<file path="src/inc/beam_scan_pkg.sv">
package beam_scan_pkg;

	localparam int CLK_PERIOD_NS = 10;
	// Per-beam slot, emitter on to evaluation
	localparam int SLOT_US = 10;
	localparam int SLOT_CYC = SLOT_US * 1000 / CLK_PERIOD_NS;
	// Result transfer overhead, 0.20 ms
	localparam int OVERHEAD_US = 200;
	localparam int OVERHEAD_CYC_DEF = OVERHEAD_US * 1000 / CLK_PERIOD_NS;
	// Shortest allowed cycle, 1 ms
	localparam int MIN_CYCLE_US = 1000;
	localparam int MIN_CYCLE_CYC_DEF = MIN_CYCLE_US * 1000 / CLK_PERIOD_NS;

	localparam int MAX_AXES = 64;
	localparam int AXIS_W = 7;
	localparam int IDX_W = 6;
	localparam int MAX_BEAMS = 3 * MAX_AXES - 2;
	localparam int BEAM_W = 8;
	localparam int LEVEL_W = 12;
	localparam int CYC_W = 20;
	localparam int SLOT_W = 10;

	typedef enum logic [1:0] {
		MODE_PARALLEL = 2'h0,
		MODE_DIAGONAL = 2'h1,
		MODE_CROSSED = 2'h2
	} beamMode_e;

	typedef enum logic [1:0] {
		ST_IDLE = 2'b00,
		ST_SCAN = 2'b01,
		ST_XFER = 2'b10,
		ST_PAD = 2'b11
	} scanState_e;

	typedef struct packed {
		logic [IDX_W-1:0] emitIdx;
		logic [IDX_W-1:0] detIdx;
	} beamPath_s;

	typedef struct packed {
		logic [MAX_BEAMS-1:0] freeMask;
		logic [BEAM_W-1:0] beamCount;
	} scanResult_s;

	function automatic logic [BEAM_W-1:0] logical_count(input beamMode_e mode, input logic [AXIS_W-1:0] axes);
		logic [BEAM_W-1:0] a;
		a = BEAM_W'(axes);
		case (mode)
			MODE_DIAGONAL: logical_count = (a << 1) - BEAM_W'(1);
			MODE_CROSSED: logical_count = (a << 1) + a - BEAM_W'(2);
			default: logical_count = a;
		endcase
	endfunction : logical_count

	function automatic beamPath_s path_for(input logic [IDX_W-1:0] axis, input logic [1:0] sub);
		path_for.emitIdx = axis;
		path_for.detIdx = axis;
		if (sub == 2'h1)
			path_for.detIdx = axis + IDX_W'(1);
		else if (sub == 2'h2)
			path_for.emitIdx = axis + IDX_W'(1);
	endfunction : path_for

endpackage : beam_scan_pkg

</file>
<file path="src/design/beam_scan_sequencer.sv">
`timescale 1ns/1ps
module beam_scan_sequencer #(
	parameter int OVERHEAD_CYC = beam_scan_pkg::OVERHEAD_CYC_DEF,
	parameter int MIN_CYCLE_CYC = beam_scan_pkg::MIN_CYCLE_CYC_DEF
) (
	input wire logic core_clk,
	input wire logic sys_rst,
	input wire beam_scan_pkg::beamMode_e beamMode,
	input wire logic [beam_scan_pkg::AXIS_W-1:0] axisCount,
	input wire logic [beam_scan_pkg::LEVEL_W-1:0] lightLevel,
	input wire logic [beam_scan_pkg::LEVEL_W-1:0] switchOnThreshold,
	output logic emitterOn,
	output logic detectorEn,
	output beam_scan_pkg::beamPath_s beamPath,
	output beam_scan_pkg::scanResult_s result,
	output logic resultValid
);
	localparam int CW = beam_scan_pkg::CYC_W;
	localparam int BW = beam_scan_pkg::BEAM_W;
	localparam int MB = beam_scan_pkg::MAX_BEAMS;

	beam_scan_pkg::scanState_e state_q;
	beam_scan_pkg::beamMode_e mode_q;
	logic [beam_scan_pkg::AXIS_W-1:0] axes_q;
	logic [BW-1:0] beamCount_q;
	logic [BW-1:0] beamIdx_q;
	logic [beam_scan_pkg::IDX_W-1:0] axis_q;
	logic [1:0] sub_q;
	logic [MB-1:0] freeMask_q;
	logic [CW-1:0] cycleCnt_q;
	logic [CW-1:0] xferCnt_q;
	beam_scan_pkg::beamPath_s path_q;
	beam_scan_pkg::scanResult_s result_q;
	logic resultValid_q;

	logic slotEnd;
	logic inScan;
	logic isFree;
	logic lastBeam;
	logic [1:0] subLast;
	logic xferDone;
	logic minReached;
	logic startNew;
	logic [beam_scan_pkg::AXIS_W-1:0] axesSafe;
	logic [MB-1:0] beamBit;
	logic [MB-1:0] maskNext;
	logic [beam_scan_pkg::IDX_W-1:0] axisNext;
	logic [1:0] subNext;

	beam_slot_timer slotTimer (
		.core_clk(core_clk),
		.sys_rst(sys_rst),
		.run(inScan),
		.slotEnd(slotEnd)
	);

	assign inScan = (state_q == beam_scan_pkg::ST_SCAN);
	assign isFree = (lightLevel > switchOnThreshold);
	assign lastBeam = (beamIdx_q == beamCount_q - BW'(1));
	assign beamBit = MB'(1) << beamIdx_q;
	assign maskNext = isFree ? (freeMask_q | beamBit) : (freeMask_q & ~beamBit);
	// Sub-step pattern: parallel only, diagonal adds k->k+1, crossed adds k+1->k
	assign subLast = (mode_q == beam_scan_pkg::MODE_CROSSED) ? 2'h2 :
		(mode_q == beam_scan_pkg::MODE_DIAGONAL) ? 2'h1 : 2'h0;
	assign axisNext = (sub_q == subLast) ? axis_q + beam_scan_pkg::IDX_W'(1) : axis_q;
	assign subNext = (sub_q == subLast) ? 2'h0 : sub_q + 2'h1;
	assign xferDone = (state_q == beam_scan_pkg::ST_XFER) && (xferCnt_q == CW'(OVERHEAD_CYC - 1));
	assign minReached = (cycleCnt_q >= CW'(MIN_CYCLE_CYC - 1));
	assign startNew = (state_q == beam_scan_pkg::ST_IDLE) ||
		((xferDone || state_q == beam_scan_pkg::ST_PAD) && minReached);
	// Zero axes would give an empty scan; clamp into the supported range
	assign axesSafe = (axisCount == '0) ? beam_scan_pkg::AXIS_W'(1) :
		(axisCount > beam_scan_pkg::AXIS_W'(beam_scan_pkg::MAX_AXES)) ?
		beam_scan_pkg::AXIS_W'(beam_scan_pkg::MAX_AXES) : axisCount;

	assign emitterOn = inScan;
	assign detectorEn = inScan;
	assign beamPath = path_q;
	assign result = result_q;
	assign resultValid = resultValid_q;

	always_ff @(posedge core_clk or posedge sys_rst)
	begin
		if (sys_rst)
			state_q <= beam_scan_pkg::ST_IDLE;
		else if (startNew)
			state_q <= beam_scan_pkg::ST_SCAN;
		else
		begin
			case (state_q)
				beam_scan_pkg::ST_SCAN: if (slotEnd && lastBeam) state_q <= beam_scan_pkg::ST_XFER;
				beam_scan_pkg::ST_XFER: if (xferDone) state_q <= beam_scan_pkg::ST_PAD;
				beam_scan_pkg::ST_PAD: state_q <= beam_scan_pkg::ST_PAD;
				default: state_q <= beam_scan_pkg::ST_IDLE;
			endcase
		end
	end

	// Mode and axes are taken once per cycle so a scan never changes shape midway
	always_ff @(posedge core_clk or posedge sys_rst)
	begin
		if (sys_rst)
		begin
			mode_q <= beam_scan_pkg::MODE_PARALLEL;
			axes_q <= beam_scan_pkg::AXIS_W'(1);
			beamCount_q <= BW'(1);
		end
		else if (startNew)
		begin
			mode_q <= beamMode;
			axes_q <= axesSafe;
			beamCount_q <= beam_scan_pkg::logical_count(beamMode, axesSafe);
		end
	end

	always_ff @(posedge core_clk or posedge sys_rst)
	begin
		if (sys_rst)
		begin
			beamIdx_q <= '0;
			axis_q <= '0;
			sub_q <= 2'h0;
			path_q <= '0;
		end
		else if (startNew)
		begin
			beamIdx_q <= '0;
			axis_q <= '0;
			sub_q <= 2'h0;
			path_q <= beam_scan_pkg::path_for('0, 2'h0);
		end
		else if (inScan && slotEnd && !lastBeam)
		begin
			beamIdx_q <= beamIdx_q + BW'(1);
			axis_q <= axisNext;
			sub_q <= subNext;
			path_q <= beam_scan_pkg::path_for(axisNext, subNext);
		end
	end

	always_ff @(posedge core_clk or posedge sys_rst)
	begin
		if (sys_rst)
			freeMask_q <= '0;
		else if (startNew)
			freeMask_q <= '0;
		else if (inScan && slotEnd)
			freeMask_q <= maskNext;
	end

	always_ff @(posedge core_clk or posedge sys_rst)
	begin
		if (sys_rst)
		begin
			cycleCnt_q <= '0;
			xferCnt_q <= '0;
		end
		else
		begin
			// No saturation: longest cycle fits, and the wrap value is the full length minus one
			cycleCnt_q <= startNew ? '0 : cycleCnt_q + CW'(1);
			xferCnt_q <= (state_q == beam_scan_pkg::ST_XFER) ? xferCnt_q + CW'(1) : '0;
		end
	end

	// Result published only at the end of the transfer overhead
	always_ff @(posedge core_clk or posedge sys_rst)
	begin
		if (sys_rst)
		begin
			result_q <= '0;
			resultValid_q <= 1'b0;
		end
		else
		begin
			resultValid_q <= xferDone;
			if (xferDone)
				result_q <= '{freeMask: freeMask_q, beamCount: beamCount_q};
		end
	end

	// Checking helpers
	logic [CW-1:0] slotAge_q;
	logic [CW-1:0] expectLen;
	logic [CW-1:0] workLen;

	assign workLen = CW'(beamCount_q) * CW'(beam_scan_pkg::SLOT_CYC) + CW'(OVERHEAD_CYC);
	assign expectLen = (workLen > CW'(MIN_CYCLE_CYC)) ? workLen : CW'(MIN_CYCLE_CYC);

	always_ff @(posedge core_clk or posedge sys_rst)
	begin
		if (sys_rst)
			slotAge_q <= '0;
		else if (!inScan || slotEnd)
			slotAge_q <= '0;
		else
			slotAge_q <= slotAge_q + CW'(1);
	end
endmodule : beam_scan_sequencer

</file>
<file path="src/design/beam_slot_timer.sv">
`timescale 1ns/1ps
module beam_slot_timer (
	input wire logic core_clk,
	input wire logic sys_rst,
	input wire logic run,
	output logic slotEnd
);
	logic [beam_scan_pkg::SLOT_W-1:0] cnt_q;
	logic lastTick;

	assign lastTick = (cnt_q == beam_scan_pkg::SLOT_W'(beam_scan_pkg::SLOT_CYC - 1));
	assign slotEnd = run && lastTick;

	// Restarts from zero whenever run drops, so every slot is full length
	always_ff @(posedge core_clk or posedge sys_rst)
	begin
		if (sys_rst)
			cnt_q <= '0;
		else if (!run || lastTick)
			cnt_q <= '0;
		else
			cnt_q <= cnt_q + beam_scan_pkg::SLOT_W'(1);
	end
endmodule : beam_slot_timer

</file>
<file path="config.mk">
export PLATFORM = sky130hd
export DESIGN_NAME = beam_scan_sequencer
export DESIGN_NICKNAME = d
export VERILOG_FILES = /design/src/inc/beam_scan_pkg.sv /design/src/design/beam_scan_sequencer.sv /design/src/design/beam_slot_timer.sv
export SDC_FILE = /design/constraint.sdc
export NUM_CORES = 1
export LEC_CHECK = 0
export ABC_AREA = 1
export BUFFER_PORTS_ARGS = -buffer_cell sky130_fd_sc_hd__buf_2
export CAP_MARGIN = 20
export CORE_MARGIN = 2
export CORE_UTILIZATION = 55
export CTS_CLUSTER_SIZE = 12
export DETAILED_ROUTE_END_ITERATION = 8
export MAX_ROUTING_LAYER = met4
export PLACE_DENSITY = 0.84
export SLEW_MARGIN = 20
export SYNTH_ARGS = -nofsm -noshare
export SYNTH_HDL_FRONTEND = slang
export SYNTH_SLANG_ARGS = --single-unit
export TNS_END_PERCENT = 50
</file>
<file path="constraint.sdc">
create_clock -name core_clk -period 19.6 [get_ports core_clk]
set_input_delay 0.98 -clock core_clk [delete_from_list [all_inputs] [get_ports core_clk]]
set_output_delay 0.98 -clock core_clk [all_outputs]
set_load 0.005 [all_outputs]
</file>
==> flow_summary_export.csv <==
group,metric,value,unit
run_status,status,"finished clean",
clock_network,insertion_delay,0.59,ns
layout,n_antenna_cell,0,
timing,worst_slack,15.72,ns
placement,dp_slack,15.49,ns
timing,slew_violations,0,
global_route,grt_start_max_net_pins,162,
die,dieArea,42300,um^2
timing,clock_skew,0.0192,ns
placement,port_buffers,247,
pwr,clkPwrFrac,45.1,%
clock_network,clk_path_buf_depth,3,
synthesis,synth_area_leaders,"dfrtp_1 53%, nand2_1 12%, o21ai_0 8.6%",
clock_network,post_cts_buffers,0,
drt,vias,19396,
global_route,grtUsageTotal,28.8,%
timing,max_freq,0.258,GHz
layout,instances_no_fill,3563,
pwr,comb_power_share,4.7,%
die,core,39900,um^2
synthesis,synthCells,2829,
critical_path,cp.arrival,4.40,ns
critical_path,worstSetupPathType,"reg -> reg",
critical_path,crit_fanout,119,
die,die_h,206,um
die,start_util,56.0,%
clock_network,cts.sinks,479,
synthesis,yosys.area.top_type,"dfrtp_1",
synthesis,yosys-top-cells-count,"724 x nand2_1, 488 x nor2_1, 478 x dfrtp_1",
clock_network,cts_made_buffers,49,
pwr,p_leak,12.7,nW
drt,viasPerCell,5.44,
timing,finalCriticalPeriod,3.88,ns
pwr,power.total,1.98,mW
critical_path,r2r_setup_slack,15.72,ns
pwr,seqPwrFrac,50.2,%
drt,routed_wl,58700,um
synthesis,ys_seq_area_share,53.6,%
pwr,ir_drop,0.0602,mV
synthesis,synth_top_area_share,53.5,%
pwr,swShare,22.9,%
clock_network,cts_tree,"built",
global_route,grt_pass1_wl,94000,um
synthesis,synth_edf_count,0,
die,ios,248,
layout,utilization,63.5,%
job,drv_cap,0,
critical_path,start_kind,"flop",
drt,drt_iter0_markers,1841,
die,rows,73,
timing,hold_viol_final,0,
layout,num-fill-cells,3244,
layout,syn_to_final_growth,13.3,%
layout,drive_above_1_share,11.3,%
placement,dp_hpwl,38800,um
drt,remaining_drc_errors,0,
synthesis,synth.yosys.warnings,0,
timing,post-route-period-util,19.8,%
hold_path,min_path_type,"reg -> reg",
critical_path,end_kind,"flop",
placement,placed_cells,3484,
layout,nets,3088,
synthesis,synth_seq_cells,479,
clock_network,cts_resized,0,
pwr,power.internal,1.53,mW
global_route,grt_pass1_vias,18452,
timing,rsz0062_at_grt,"no",
timing,slew_headroom,29.7,%
placement,place.gp.congestion,0.861,
timing,worst_pin_slew,1.05,ns
synthesis,ys_types,41,
synthesis,synth_ff_type,"dfrtp_1",
synthesis,avgSynthCellArea,7.90,um^2
timing,finalSetupViolCount,0,
pwr,switchingPower,0.454,mW
synthesis,yosysMostFrequentCell,"nand2_1",
drt,ant_nets,0,
pwr,power_density,78.2,nW/um^2
global_route,overflow,0,
drt,drt-pass1-iter-count,5,
clock_network,clkTransAtPathRegs,0.06,ns
critical_path,required,20.12,ns
die,die_w,206,um
drt,wl_per_cell,16.5,um
global_route,antenna_found_initial,0,
clock_network,cts_htree_levels,2,
synthesis,syn_nets,2905,
clock_network,holdBufCountCts,0,
timing,fin_tns_setup,0,ns
clock_network,cts-root-buf,"clkbuf_16",
synthesis,synth_area,22400,um^2
synthesis,async_flop_share,100,%
-- through the flow --
stage,hold WS (ns),cell area [um^2]
detailed placement,0.454,23800
global placement,0.445,23800
finish,0.457,25300
CTS,0.461,25300
floorplan,0.433,22400
global route,0.472,25300
-- routing by layer --
layer,global-route usage (%),vias to the layer above,part of all wire (%)
met5,-,-,0
met4,12.4,0,4.0
met3,4.39,146,7.2
met2,44.9,723,47
met1,37.6,9271,42
li1,-,9256,-
-- cell families (layout without fill, tap and decap cells) --
family | after synthesis | after routing | synth area share, %
buffers and inverters | 430 | 639 | 7.74
and+or+nand+nor | 1412 | 1412 | 25.2
AOI/OAI and AO/OA | 435 | 435 | 9.90
DFF | 479 | 479 | 53.6
adders and majority gates | 41 | 41 | 2.33
xor gates and xnor gates | 32 | 32 | 1.25
-- power groups by stage --
stage / combinational (mW) / sequential, mW / clock (mW)
after CTS: 0.0931 / 0.994 / 0.905
after detailed placement: 0.0924 / 1.01 / 0
after floorplan: 0.0675 / 1.01 / 0
final: 0.0931 / 0.994 / 0.893
after global routing: 0.107 / 0.994 / 0.943
after global placement: 0.0901 / 1.01 / 0
-- path summary, 6_finish.rpt --
kind                                             start                       to  depth (start not counted)
worst max-delay path            xferCnt_q[0]$_DFF_PP0_  cycleCnt_q[4]$_DFF_PP0_                         13
worst min-delay path            xferCnt_q[0]$_DFF_PP0_   xferCnt_q[0]$_DFF_PP0_                          1
worst max register to register  xferCnt_q[0]$_DFF_PP0_  cycleCnt_q[4]$_DFF_PP0_                         13
worst min register to register  xferCnt_q[0]$_DFF_PP0_   xferCnt_q[0]$_DFF_PP0_                          1
max in group asynchronous                      sys_rst    axis_q[5]$_DFFE_PP0P_                          5
min in group asynchronous                      sys_rst  result[192]$_DFFE_PP0P_                          2
-- layout make-up --
class | instances | area [um^2] | share of cell area [%]
clock buffers | 70 | 1420 | 5.59
clock inverters | 7 | 91.3 | 0.361
inverters | 299 | 1130 | 4.46
multi-input cells | 1920 | 8660 | 34.2
flip-flops and latches | 479 | 12000 | 47.3
well taps | 525 | 657 | 2.59
repair buffers | 263 | 1390 | 5.48
-- sequential cells by signal, summed over array words and instances (netlist names) --
register	cells
axis_q	6
beamCount_q	8
beamIdx_q	8
beamPath	12
cycleCnt_q	20
freeMask_q	190
mode_q	2
result	198
resultValid	1
slotTimer.cnt_q	10
state_q	2
sub_q	2
xferCnt_q	20
-- worst max-delay path, cell delays in order, from the launching register on --
cell	delay, ns
dfrtp_1	0.39
ha_1	0.21
nand2_1	0.11
inv_1	0.07
nand2_1	0.08
nor2_1	0.05
nand4_1	0.07
buf_4	0.77
o21ai_0	0.22
nand2_1	0.24
nand2_8	0.44
inv_2	0.74
o21ai_0	0.20
nor2_1	0.14
-- placed cells by master (no fill, tap or decap), types with 2 or more instances in the layout --
cell,count
clkinv_1,3
nand3_1,132
ha_1,40
xor2_1,23
nor4_1,2
clkbuf_8,9
a21oi_1,35
nor2_1,488
clkinv_2,2
nor2_2,2
clkbuf_16,50
nand4_1,23
o21a_1,2
clkinvlp_4,2
buf_4,12
buf_6,2
o21bai_1,2
nand2_2,4
o21ai_0,385
dfrtp_1,478
o211ai_1,2
clkbuf_1,11
buf_12,2
inv_1,294
nand2_1,722
nor3_1,26
a31oi_1,2
a22oi_1,2
buf_2,247
xnor2_1,9
nor3b_1,6
(Power assumes the default switching activity.)
